===== src/rtl/dir_pkg.sv =====
// Shared constants and types for the drive interrupt register block
package dir_pkg;
  localparam int DIR_ADDR_W = 16;
  localparam int DIR_DATA_W = 8;
  // Byte addresses of the registers
  localparam logic [15:0] DIR_UART_FLAGS_ADDR = 16'hFF78;
  localparam logic [15:0] DIR_UART_MASK_ADDR = 16'hFF79;
  localparam logic [15:0] DIR_FLAGS_A_ADDR = 16'hFF7A;
  localparam logic [15:0] DIR_MASK_A_ADDR = 16'hFF7B;
  localparam logic [15:0] DIR_FLAGS_B_ADDR = 16'hFF7C;
  localparam logic [15:0] DIR_MASK_B_ADDR = 16'hFF7D;
  localparam logic [15:0] DIR_HOST_FLAGS_ADDR = 16'hFF92;
  // Field positions
  localparam int DIR_A_BSUM_BIT = 0;
  localparam int DIR_B_ASUM_BIT = 1;
  localparam int DIR_B_USUM_BIT = 0;
  // Bits that a write may clear or enable
  localparam logic [7:0] DIR_A_CLR_MASK = 8'hFE;
  localparam logic [7:0] DIR_A_EN_MASK = 8'hFF;
  localparam logic [7:0] DIR_B_CLR_MASK = 8'hFC;
  localparam logic [7:0] DIR_B_EN_MASK = 8'hFC;
  localparam logic [7:0] DIR_U_CLR_MASK = 8'hFF;
  // Reset values
  localparam logic [7:0] DIR_FLAGS_RST = 8'h00;
  localparam logic [7:0] DIR_MASK_RST = 8'h00;
  localparam logic [7:0] DIR_RDATA_RST = 8'h00;
  // One register bus request
  typedef struct packed {
    logic [15:0] addr;
    logic [7:0] wdata;
    logic wr;
    logic rd;
  } dir_bus_req_type;
endpackage : dir_pkg


===== src/rtl/dir_irq_regs.sv =====
// Drive, UART and host port interrupt status, clear and enable registers
//
// What this block does
// - Separate host irq from host flags register.
// - Drive irq gathers six drive and UART registers.
// - Two drive flag/mask pairs, one UART pair.
// - Clear single flags or several per write.
// - Group A flags layout, bit0 group B summary.
// - Group A write clears bits 7 to 1.
// - Writing one to A clear negates flag.
// - Group A mask write-only, all eight bits.
// - Mask one lets A flag report, interrupt.
// - Mask zero hides flag and its request.
// - Group B flags layout with two summaries.
// - Group B write clears bits 7 to 2.
// - Writing one to B clear negates flag.
// - Group B mask write-only, bits 7 to 2.
// - Mask one enables group B flag.
// - Host flags register holds eight host events.
// - A bit0 shows enabled group B pending.
// - B bit1 shows enabled group A pending.
// - B bit0 shows enabled UART pending.
// - Drive irq low when any group pending.
//
// Implementation choice: the strobed register port.
`timescale 1ns/1ps
module dir_irq_regs
  import dir_pkg::*;
#(
  parameter int ADDR_W = dir_pkg::DIR_ADDR_W
)(
  // Clock, reset, enable
  input wire logic clk_i,
  input wire logic rst_i,
  input wire logic ce_i,
  // Register bus
  input wire dir_pkg::dir_bus_req_type bus_i,
  output logic [7:0] rdata_o,
  // Hardware events, one-cycle pulses from same-clock logic
  input wire logic [7:1] drive_a_evt_i,
  input wire logic [7:2] drive_b_evt_i,
  input wire logic [7:0] uart_evt_i,
  // Host port event levels, owned and cleared by the host interface
  input wire logic [7:0] host_port_flags_i,
  // Interrupt pins to the sub-CPU, active low
  output logic host_irq_n_o,
  output logic drive_irq_out_n_o
);
  import dir_pkg::*;

  // The decoder compares full 16-bit byte addresses, so no other width works
  if (ADDR_W != DIR_ADDR_W)
  begin : g_addr_w_check
    $error("dir_irq_regs: ADDR_W must be 16");
  end

  logic [7:0] flags_a_reg;
  logic [7:0] flags_b_reg;
  logic [7:0] flags_u_reg;
  logic [7:0] mask_a_reg;
  logic [7:0] mask_b_reg;
  logic [7:0] mask_u_reg;
  logic [7:0] host_flags_reg;
  logic [7:0] flags_a_next;
  logic [7:0] flags_b_next;
  logic [7:0] flags_u_next;
  logic [7:0] rdata_next;
  logic [7:0] status_a;
  logic [7:0] status_b;
  logic pend_a;
  logic pend_b;
  logic pend_u;
  logic wr_a;
  logic wr_b;
  logic wr_u;

  // Sticky flag update; the event term is ORed last so it wins
  function automatic logic [7:0] flag_update(
    input logic [7:0] flags,
    input logic [7:0] evt,
    input logic clr,
    input logic [7:0] wdata,
    input logic [7:0] clr_mask
  );
    logic [7:0] kill;
    kill = clr ? (wdata & clr_mask) : 8'h00;
    return (flags & ~kill) | (evt & clr_mask);
  endfunction : flag_update

  function automatic logic hit(
    input dir_bus_req_type req,
    input logic [15:0] addr
  );
    return req.addr == addr;
  endfunction : hit

  assign wr_a = bus_i.wr && hit(bus_i, DIR_FLAGS_A_ADDR);
  assign wr_b = bus_i.wr && hit(bus_i, DIR_FLAGS_B_ADDR);
  assign wr_u = bus_i.wr && hit(bus_i, DIR_UART_FLAGS_ADDR);

  assign flags_a_next = flag_update(flags_a_reg, {drive_a_evt_i, 1'b0}, wr_a,
                                    bus_i.wdata, DIR_A_CLR_MASK);
  assign flags_b_next = flag_update(flags_b_reg, {drive_b_evt_i, 2'b00}, wr_b,
                                    bus_i.wdata, DIR_B_CLR_MASK);
  assign flags_u_next = flag_update(flags_u_reg, uart_evt_i, wr_u,
                                    bus_i.wdata, DIR_U_CLR_MASK);

  always_ff @(posedge clk_i)
  begin
    if (rst_i)
    begin
      flags_a_reg <= DIR_FLAGS_RST;
      flags_b_reg <= DIR_FLAGS_RST;
      flags_u_reg <= DIR_FLAGS_RST;
    end
    else if (ce_i)
    begin
      flags_a_reg <= flags_a_next;
      flags_b_reg <= flags_b_next;
      flags_u_reg <= flags_u_next;
    end
  end

  // Masks are write-only; reads of their addresses return zero
  // group A, group B and UART masks
  always_ff @(posedge clk_i)
  begin
    if (rst_i)
    begin
      mask_a_reg <= DIR_MASK_RST;
      mask_b_reg <= DIR_MASK_RST;
      mask_u_reg <= DIR_MASK_RST;
    end
    else if (ce_i && bus_i.wr)
    begin
      if (hit(bus_i, DIR_MASK_A_ADDR))
      begin
        mask_a_reg <= bus_i.wdata & DIR_A_EN_MASK;
      end
      if (hit(bus_i, DIR_MASK_B_ADDR))
      begin
        mask_b_reg <= bus_i.wdata & DIR_B_EN_MASK;
      end
      if (hit(bus_i, DIR_UART_MASK_ADDR))
      begin
        mask_u_reg <= bus_i.wdata;
      end
    end
  end

  always_ff @(posedge clk_i)
  begin
    if (rst_i)
    begin
      host_flags_reg <= DIR_FLAGS_RST;
    end
    else if (ce_i)
    begin
      host_flags_reg <= host_port_flags_i;
    end
  end

  assign pend_a = |(flags_a_reg & mask_a_reg & DIR_A_CLR_MASK);
  assign pend_b = |(flags_b_reg & mask_b_reg & DIR_B_CLR_MASK);
  assign pend_u = |(flags_u_reg & mask_u_reg);

  always_comb
  begin
    status_a = flags_a_reg & mask_a_reg & DIR_A_CLR_MASK;
    status_a[DIR_A_BSUM_BIT] = pend_b & mask_a_reg[DIR_A_BSUM_BIT];
  end

  always_comb
  begin
    status_b = flags_b_reg & mask_b_reg & DIR_B_CLR_MASK;
    status_b[DIR_B_ASUM_BIT] = pend_a;
    status_b[DIR_B_USUM_BIT] = pend_u;
  end

  // Read data stand only in the cycle after the strobe
  always_comb
  begin
    rdata_next = 8'h00;
    if (bus_i.rd)
    begin
      unique case (bus_i.addr)
        DIR_FLAGS_A_ADDR: rdata_next = status_a;
        DIR_FLAGS_B_ADDR: rdata_next = status_b;
        DIR_UART_FLAGS_ADDR: rdata_next = flags_u_reg & mask_u_reg;
        DIR_HOST_FLAGS_ADDR: rdata_next = host_flags_reg;
        default: rdata_next = 8'h00;
      endcase
    end
  end

  always_ff @(posedge clk_i)
  begin
    if (rst_i)
    begin
      rdata_o <= DIR_RDATA_RST;
    end
    else if (ce_i)
    begin
      rdata_o <= rdata_next;
    end
  end

  // Pins are registered to keep them glitch-free; one cycle behind flags
  // host pin from host flags only
  // drive pin from drive and UART
  always_ff @(posedge clk_i)
  begin
    if (rst_i)
    begin
      host_irq_n_o <= 1'b1;
      drive_irq_out_n_o <= 1'b1;
    end
    else if (ce_i)
    begin
      host_irq_n_o <= ~(|host_flags_reg);
      drive_irq_out_n_o <= ~(pend_a | pend_b | pend_u);
    end
  end
endmodule : dir_irq_regs


===== config.mk =====
export PLATFORM = sky130hd
export DESIGN_NAME = dir_irq_regs
export DESIGN_NICKNAME = d
export VERILOG_FILES = /design/src/rtl/dir_pkg.sv /design/src/rtl/dir_irq_regs.sv
export SDC_FILE = /design/constraint.sdc
export NUM_CORES = 1
export LEC_CHECK = 0
export BUFFER_PORTS_ARGS = -buffer_cell sky130_fd_sc_hd__buf_2
export CAP_MARGIN = 40
export CELL_PAD_IN_SITES_DETAIL_PLACEMENT = 0
export CELL_PAD_IN_SITES_GLOBAL_PLACEMENT = 1
export CORE_MARGIN = 1.5
export CORE_UTILIZATION = 40
export DETAILED_ROUTE_END_ITERATION = 8
export GPL_ROUTABILITY_DRIVEN = 0
export PLACE_DENSITY = 0.83
export SLEW_MARGIN = 40
export SYNTH_ARGS = -nofsm -noshare
export SYNTH_HDL_FRONTEND = slang
export SYNTH_SLANG_ARGS = --single-unit
export TNS_END_PERCENT = 50

===== constraint.sdc =====
create_clock -name clk_i -period 3.2 [get_ports clk_i]
set_input_delay 0.64 -clock clk_i [delete_from_list [all_inputs] [get_ports clk_i]]
set_output_delay 0.64 -clock clk_i [all_outputs]
set_load 0.02 [all_outputs]

======== Word level (Yosys, flattened, before mapping) ========
Index checks and enable logic that the tools add are counted.
word-level totals
  bits in registers ....................... 64
  input bits .............................. 58
  output and inout bits ................... 10
  word-level logic and storage cells ...... 50
cells by class
  equal/unequal tests ..................... 7
  multiplexer cells ....................... 5
  bitwise logic cells ..................... 17
  reduce and logical (&&, ||, !) cells .... 11
operator list
  cell                                          number
  16-bit equality test (second input constant)  7
  8-bit bitwise AND                             6
  8-bit two-way mux                             4
  8-bit case mux with 4 select lines            1
  8-bit inverter                                3
  8-bit bitwise OR                              3
  8-bit OR reduction                            2
  7-bit OR reduction                            1
  2-bit AND reduction                           3
  6-bit OR reduction                            1
  1-bit logical AND                             4
  1-bit inverter                                2
  1-bit bitwise OR                              2
  1-bit bitwise AND                             1

======== Longest topological paths before layout ========
Gate-level depths: netlist (run 1).
  depth in word-level cells ............... 6
  mapped depth ............................ 6

======== Worst setup path after synthesis (run 1) ========
Ideal clock, no wire load.
  kind .................................... input-to-reg
  start point ............................. input port bus_i[10] in the netlist's numbering
  end point ............................... register flags_u_reg[1]
  data arrival time ....................... 1.897 ns
  setup slack ............................. 1.170 ns
  cell stages on the path ................. 6
  path buffers ............................ 1
  cells stage by stage .................... buf_6 or4b_4 nor4_4 nand3_2 o21ai_1 a21oi_1
on the way
  word-level cells in the longest chain between the ends .. 6
ends and longest elaborated chain
  item                    line                 text
  start: declaration      dir_irq_regs.sv:37   input wire dir_pkg::dir_bus_req_type bus_i,
  16-bit equality test    dir_irq_regs.sv:94   return req.addr == addr;
  1-bit logical AND       dir_irq_regs.sv:99   assign wr_u = bus_i.wr && hit(bus_i, DIR_UART_FLAGS_ADDR);
  8-bit two-way mux       dir_irq_regs.sv:86   kill = clr ? (wdata & clr_mask) : 8'h00;
  8-bit inverter          dir_irq_regs.sv:87   return (flags & ~kill) | (evt & clr_mask);
  8-bit bitwise AND       dir_irq_regs.sv:87
  8-bit bitwise OR        dir_irq_regs.sv:87
  end signal: assignment  dir_irq_regs.sv:120  flags_u_reg <= flags_u_next;
  end: declaration        dir_irq_regs.sv:59   logic [7:0] flags_u_reg;
Every way passes these cells.
A chain may end at the register's enable or synchronous reset.

======== Worst setup path in the final report (run 1) ========
  start point ............................. input port bus_i[17] in the netlist's numbering
  end point ............................... register flags_b_reg[5]
on the way
  word-level cells in the longest chain between the ends .. 6
ends and longest elaborated chain
  item                    line                 text
  16-bit equality test    dir_irq_regs.sv:94
  1-bit logical AND       dir_irq_regs.sv:98   assign wr_b = bus_i.wr && hit(bus_i, DIR_FLAGS_B_ADDR);
  8-bit two-way mux       dir_irq_regs.sv:86
  8-bit inverter          dir_irq_regs.sv:87
  8-bit bitwise AND       dir_irq_regs.sv:87
  8-bit bitwise OR        dir_irq_regs.sv:87
  end signal: assignment  dir_irq_regs.sv:119  flags_b_reg <= flags_b_next;
  end: declaration        dir_irq_regs.sv:58   logic [7:0] flags_b_reg;
Every way passes these cells.

==> metrics.md, run 1 <==
| Metric | Value |
|---|---|
| Clock root buffer | clkbuf_8 |
| Hold Path Depth | 2 |
| Placeable core region | 6760 sq um |
| Share of the clock period used by the worst path after layout | 0.671 |
| Count of instances resized after the clock tree is built | 0 |
| Number of hold-slack violations in the final timing report | 0 |
| Total grt overflow | 0 |
| Cell taking the most area after synthesis | dfxtp_1 |
| Arithmetic-cell share of the synthesized area counting full adders, half adders and majority gates | 0 |
| Wire per inst | 16.1 um |
| CP cell instances | buf_2 > nand4b_2 > nor4_4 > nand3_2 > o21ai_0 > a21oi_1 |
| Chip height | 86.2 um |
| Result of the run | finished, final reports clean |
| Largest family of logic cells by synthesized area | simple AND/OR/NAND/NOR gates |
| F_max | 0.465 GHz |
| Power Total | 1.61 mW |
| Cell Pwr Density | 480 nW/um^2 |
| Leading cell types by count after synthesis | 61 x dfxtp_1, 39 x nand2_1, 37 x nor2_1 |
| Instance area after placement | 3170 sq um |
| Share of flip-flops with an asynchronous set or reset after synthesis | 0 |
| Final Worst Setup Slack | 1050 ps |
| Max incr delay on CP | 630 ps |
| Post-route DRC | 0 |
| GRT Util Overall | 0.209 |
| Antenna violations before repair | 0 |
| Number of clock sinks | 61 |
| Site row count | 30 |
| Final wirelength | 7330 um |
| Mux contribution to synthesized area | 0.109 |
| Synthesized cell area | 2770 sq um |
| Routed vias | 2502 |
| Wire length of the first global-routing pass | 11800 um |
| Share of the synthesized area in the top cell type | 0.441 |
| Cell with the most instances after synthesis | dfxtp_1 |
| Number of buffers inserted during clock tree synthesis | 9 |
| DRT antenna net count | 0 |
| Standby leakage power | 1.53 nW |
| Headroom to the max-slew limit | 0.590 |
| Accumulated negative setup slack | 0 ps |
| Worst Path Class, Setup | input port to flop |
| Maximum net fanout on the critical path | 9 |
| Portion of the post-synthesis area used by sequential elements | 0.441 |
| Cell at the slowest stage of the critical path | nor4_4 |
| Clock latency reported for the late side of the worst-skew pair | 340 ps |
| # port buffers | 67 |
| Count of pins over their slew limit | 0 |
| Maximum level of the CTS H-tree | 3 |
| Least-Margin Pin Slew | 611 ps |
| Required @ worst endpoint | 3410 ps |
| Time the worst path needs with I/O delays and setup | 2150 ps |
| Critical path endpoint category | flop |
| Setup repair after global routing missed its margin | no |
| Post-CTS Hold Fix Bufs | 0 |
| Count of flip-flops with a built-in enable after synthesis | 0 |
| Area Overhead vs Synth | 21.3% |
| Post-synthesis xor/xnor area fraction | 0 |
| Die outline width | 86.2 um |
| Startpoint type of the worst setup path | input port |
| Net Count, Synth | 359 |
| Buffer levels on the longest clock path | 2 |
| DRC violation total after the first TritonRoute iteration | 198 |
| Skew final | 9.46 ps |
| Worst IR Drop VDD | 0.239 mV |
| Cell types occupying the most area after synthesis | dfxtp_1 44%, mux2i_1 11%, nand2_1 5.3% |
| Simple-Gate Fraction of Synth Area | 0.252 |
| Fraction of layout cells with a size suffix above 1 | 0.262 |
| Main synth FF type | dfxtp_1 |
| Worst-case reg-to-reg path depth | 5 |
| Final-layout fill cell count | 666 |
| Net count of the finished layout | 428 |
| Core occupancy in the finished layout | 0.497 |
| Largest net degree at the start of global routing | 44 |
| Number of library cell types mapped by synthesis | 39 |
| Via count of the first global-routing pass | 2380 |
| Number of warnings issued by yosys | 0 |
| Post-CTS Setup Repair Bufs | 0 |
| Antenna diode count | 0 |
| Type of the tightest min-delay check | flop to flop |
| Half-perimeter wire length after placement | 5380 um |
| Clock tree from TritonCTS | yes |
| Starting utilization of the core area | 0.409 |
| Post-Place Setup Slack | 716 ps |
| Setup Viol. Count Final | 0 |
| First-pass iteration count of the detailed router | 4 |
| Area of the die | 7420 sq um |
| Post-route cell area | 3360 sq um |
| Io pins | 68 |
| Max_cap viols | 0 |
| Arrival time of the worst setup path | 2360 ps |
| Fraction of the mapped netlist area in compound gates | 0.166 |
| Number of cells in the finished layout apart from fillers | 454 |
| Final hold slack | 449 ps |
| Ratio of routed vias to standard cells | 5.51 |
| Instance count of the mapped netlist | 301 |
| Mean Syn Cell Area | 9.19 sq um |
| Seq cells post-synth | 61 |
| Post-CTS clock slew at the launch and capture registers of the worst setup and hold paths | 70 ps |
| Dpl cells | 439 |
==> worst paths after layout <==
path | from | endpoint | slack, ps
min reg2reg | rdata_o[1] | rdata_o[1] | 450
min | rdata_o[1] | rdata_o[1] | 450
max reg2reg | flags_b_reg[4] | rdata_o[0] | 1730
max | bus_i[17] | flags_b_reg[5] | 1050
==> area by class of cell <==
| cell class | count | area (sq um) | share of cell area |
|---|---|---|---|
| Clock buffer | 11 | 141 | 0.0421 |
| Clock inverter | 4 | 48.8 | 0.0145 |
| Inverter | 10 | 37.5 | 0.0112 |
| Multi-Input combinational cell | 219 | 1460 | 0.434 |
| Sequential cell | 61 | 1220 | 0.364 |
| Tap cell | 80 | 100 | 0.0298 |
| Timing Repair Buffer | 69 | 350 | 0.104 |
==> power by group <==
part | leakage [nW] | internal [mW] | total [mW] | switching [mW]
logic | 0.935 | 0.0557 | 0.134 | 0.0779
clock network | 0.0992 | 0.375 | 0.673 | 0.298
registers | 0.498 | 0.785 | 0.804 | 0.0188
==> logic make-up (layout without fill, tap and decap cells) <==
| logic type | Yosys count | after routing |
|---|---|---|
| DFF | 61 | 61 |
| buffers and inverters | 21 | 94 |
| AOI/OAI and AO/OA | 73 | 73 |
| muxes | 30 | 30 |
| and+or+nand+nor | 116 | 116 |
==> metal layers <==
layer | global-route usage | share of wire
met1 | 0.276 | 0.47
met2 | 0.325 | 0.45
met3 | 0.0510 | 0.062
met4 | 0.0909 | 0.020
met5 | 0 | 0
==> worst max-delay path, delay by kind of cell <==
family / cells / cell delay (ps)
simple gates: 3 / 1280
compound gates: 2 / 330
buf+inv: 1 / 100
==> cell usage in the layout (no fill, tap or decap), drive strengths merged, types with 2 or more instances in the layout <==
cell type | Yosys | final
buf | 5 | 69
nand4 | 5 | 5
nor2 | 37 | 37
clkinv | 0 | 3
and3 | 2 | 2
a222oi | 2 | 2
clkbuf | 6 | 11
o221ai | 3 | 3
a22oi | 7 | 7
a21oi | 22 | 22
dfxtp | 61 | 61
mux2i | 30 | 30
nand2 | 39 | 39
nor4 | 8 | 8
nand3 | 15 | 15
nor3 | 2 | 2
nand4bb | 2 | 2
a22o | 6 | 6
inv | 10 | 10
or4b | 2 | 2
o21ai | 22 | 22
a32oi | 6 | 6
Power figures use the tool's default switching activity.
==> inputs of run 2 (changes only) <==
- CORE_UTILIZATION: 40 -> 39
- PLACE_DENSITY: 0.83 -> 0.81
- clock period: 3.2 -> 2 ns (I/O delays scaled with it)
==> run 2 against run 1 <==
First-iteration DRC count down 21%. Via count rose by 0.92%. Power grew 61%.
==> metrics.md, run 2 (same netlist as run 1, synthesis figures left out) <==
| Metric | Value |
|---|---|
| Result of the run | finished, final reports clean |
| Switch share | 0.245 (+0.000255) |
| Count of pins over their slew limit | 0 (unchanged) |
| Power Total | 2.59 mW (+61%) |
| Fraction of layout cells with a size suffix above 1 | 0.281 (+0.0185) |
| Post-CTS Hold Fix Bufs | 0 (unchanged) |
| Count of instances resized after the clock tree is built | 0 (unchanged) |
| Combinational fraction of design power | 0.084 (about the same) |
| # port buffers | 67 (unchanged) |
| Post-route cell area | 3450 sq um (+2.9%) |
| Time the worst path needs with I/O delays and setup | 1610 ps |
| DRT antenna net count | 0 (unchanged) |
| Post-Place Setup Slack | 46.7 ps (-669 ps) |
| Antenna violations before repair | 0 (unchanged) |
| Launch instance of the worst register-to-register path | flags_a_reg[6] |
| Ratio of routed vias to standard cells | 5.25 (-4.7%) |
| Part of the total power dissipated in the clock network | 0.418 (about the same) |
| Maximum net fanout on the critical path | 6 (-3) |
| Accumulated negative setup slack | 0 ps (unchanged) |
| Setup repair after global routing missed its margin | no |
| Leading cell types in the layout, fill and taps excluded | 67 x buf_2, 61 x dfxtp_1, 39 x nand2_1 |
| Starting utilization of the core area | 0.405 (-0.00450) |
| Max_cap viols | 0 (unchanged) |
| Final wirelength | 7510 um (+2.4%) |
| Post-route DRC | 0 (unchanged) |
| Setup Viol. Count Final | 0 (unchanged) |
| Worst Path Class, Setup | input port to flop |
| Number of hold-slack violations in the final timing report | 0 (unchanged) |
| Number of buffers inserted during clock tree synthesis | 9 (unchanged) |
| GRT Util Overall | 0.210 (+0.000623) |
| Standby leakage power | 1.58 nW (+3.0%) |
| Clock tree from TritonCTS | yes |
| Post-CTS clock slew at the launch and capture registers of the worst setup and hold paths | 70 ps (about the same) |
| First-pass iteration count of the detailed router | 4 (unchanged) |
| Headroom to the max-slew limit | 0.705 (+0.116) |
| Die outline width | 87.2 um (+1.2%) |
| Wire length of the first global-routing pass | 11800 um (unchanged) |
| Clock root buffer | clkbuf_8 |
| Worst Setup SP | bus_i[17] |
| Area of the die | 7610 sq um (+2.5%) |
| Arrival time of the worst setup path | 1830 ps (-530 ps) |
| Startpoint type of the worst setup path | input port |
| Clock latency reported for the late side of the worst-skew pair | 340 ps (about the same) |
| Core occupancy in the finished layout | 0.506 (+0.00883) |
| Post-CTS Setup Repair Bufs | 0 (unchanged) |
| Startpoint of the tightest hold check path | host_port_flags_i[4] |
| Chip height | 87.2 um (+1.2%) |
| Via count of the first global-routing pass | 2396 (+0.67%) |
| Number of clock sinks | 61 (unchanged) |
| Sequential power share | 0.498 (about the same) |
| Type of the tightest min-delay check | input port to flop |
| Commonest non-fill, non-tap cell in the layout | buf_2 |
| Share of the clock period used by the worst path after layout | 0.803 |
| Instance area after placement | 3260 sq um (+3.0%) |
| Site row count | 30 (unchanged) |
| Antenna diode count | 0 (unchanged) |
| Area Overhead vs Synth | 24.9% |
| Cell Pwr Density | 750 nW/um^2 (+56%) |
| Total internal power | 1.95 mW (+61%) |
| Switch Pwr | 0.635 mW (+61%) |
| Wire per inst | 15.6 um (-3.3%) |
| DRC violation total after the first TritonRoute iteration | 157 (-21%) |
| Net count of the finished layout | 438 (+2.3%) |
| Final-layout fill cell count | 686 (+3.0%) |
| Critical path endpoint category | flop |
| Maximum level of the CTS H-tree | 3 (unchanged) |
| Least-Margin Pin Slew | 442 ps (-169 ps) |
| Placeable core region | 6830 sq um (+1.1%) |
| Final Worst Setup Slack | 393 ps (-659 ps) |
| Routed vias | 2525 (+0.92%) |
| Buffer levels on the longest clock path | 2 (unchanged) |
| F_max | 0.622 GHz |
| Total grt overflow | 0 (unchanged) |
| Io pins | 68 (unchanged) |
| Required @ worst endpoint | 2220 ps (-1190 ps) |
| Skew final | 2.85 ps (-6.61 ps) |
| Half-perimeter wire length after placement | 5580 um (+3.7%) |
| Largest net degree at the start of global routing | 41 (-6.8%) |
| Worst IR Drop VDD | 0.523 mV (+120%) |
run 2: critical path, cell delays in order:
cell	delay, ps
buf_2	100
nand4b_2	360
nor4_4	370
nand3_2	240
o21ai_0	250
a21oi_1	90
run 2: per-stage QoR:
step	cells	hold slack [ps]
after floorplan	301	445
after global placement	465	448
after detailed placement	465	452
after CTS	481	286
after global routing	481	282
final	481	291
run 2: routing by layer:
layer | vias to the layer above | global-route usage | wire [um]
met2 | 94 | 0.324 | 3340
li1 | 1249 | - | -
met4 | 0 | 0.0952 | 220
met5 | - | 0 | 0
met3 | 16 | 0.0673 | 499
met1 | 1166 | 0.266 | 3450
run 2: worst paths after layout:
check                           slack [ps]  depth (start not counted)           endpoint
worst min register to register         460                          2         rdata_o[1]
worst min-delay path                   290                          3  host_flags_reg[4]
worst max-delay path                   390                          6     flags_b_reg[5]
worst max register to register         540                          4  drive_irq_out_n_o
run 2: power groups by stage:
stage | logic [mW] | clock network, mW | registers, mW
2_1_floorplan | 0.114 | 0 | 1.31
3_3_place_gp | 0.214 | 0 | 1.31
3_5_place_dp | 0.218 | 0 | 1.32
4_1_cts | 0.219 | 1.10 | 1.29
5_1_grt | 0.242 | 1.16 | 1.29
6_report | 0.218 | 1.08 | 1.29
run 2: layout make-up:
cell class	instances	area (sq um)	share of cell area
flip-flops and latches	61	1220	0.353
repair buffers	79	425	0.123
clock inverters	4	47.5	0.0138
clock buffers	12	145	0.0420
inverters	10	37.5	0.0109
multi-input cells	219	1460	0.422
well taps	96	120	0.0348
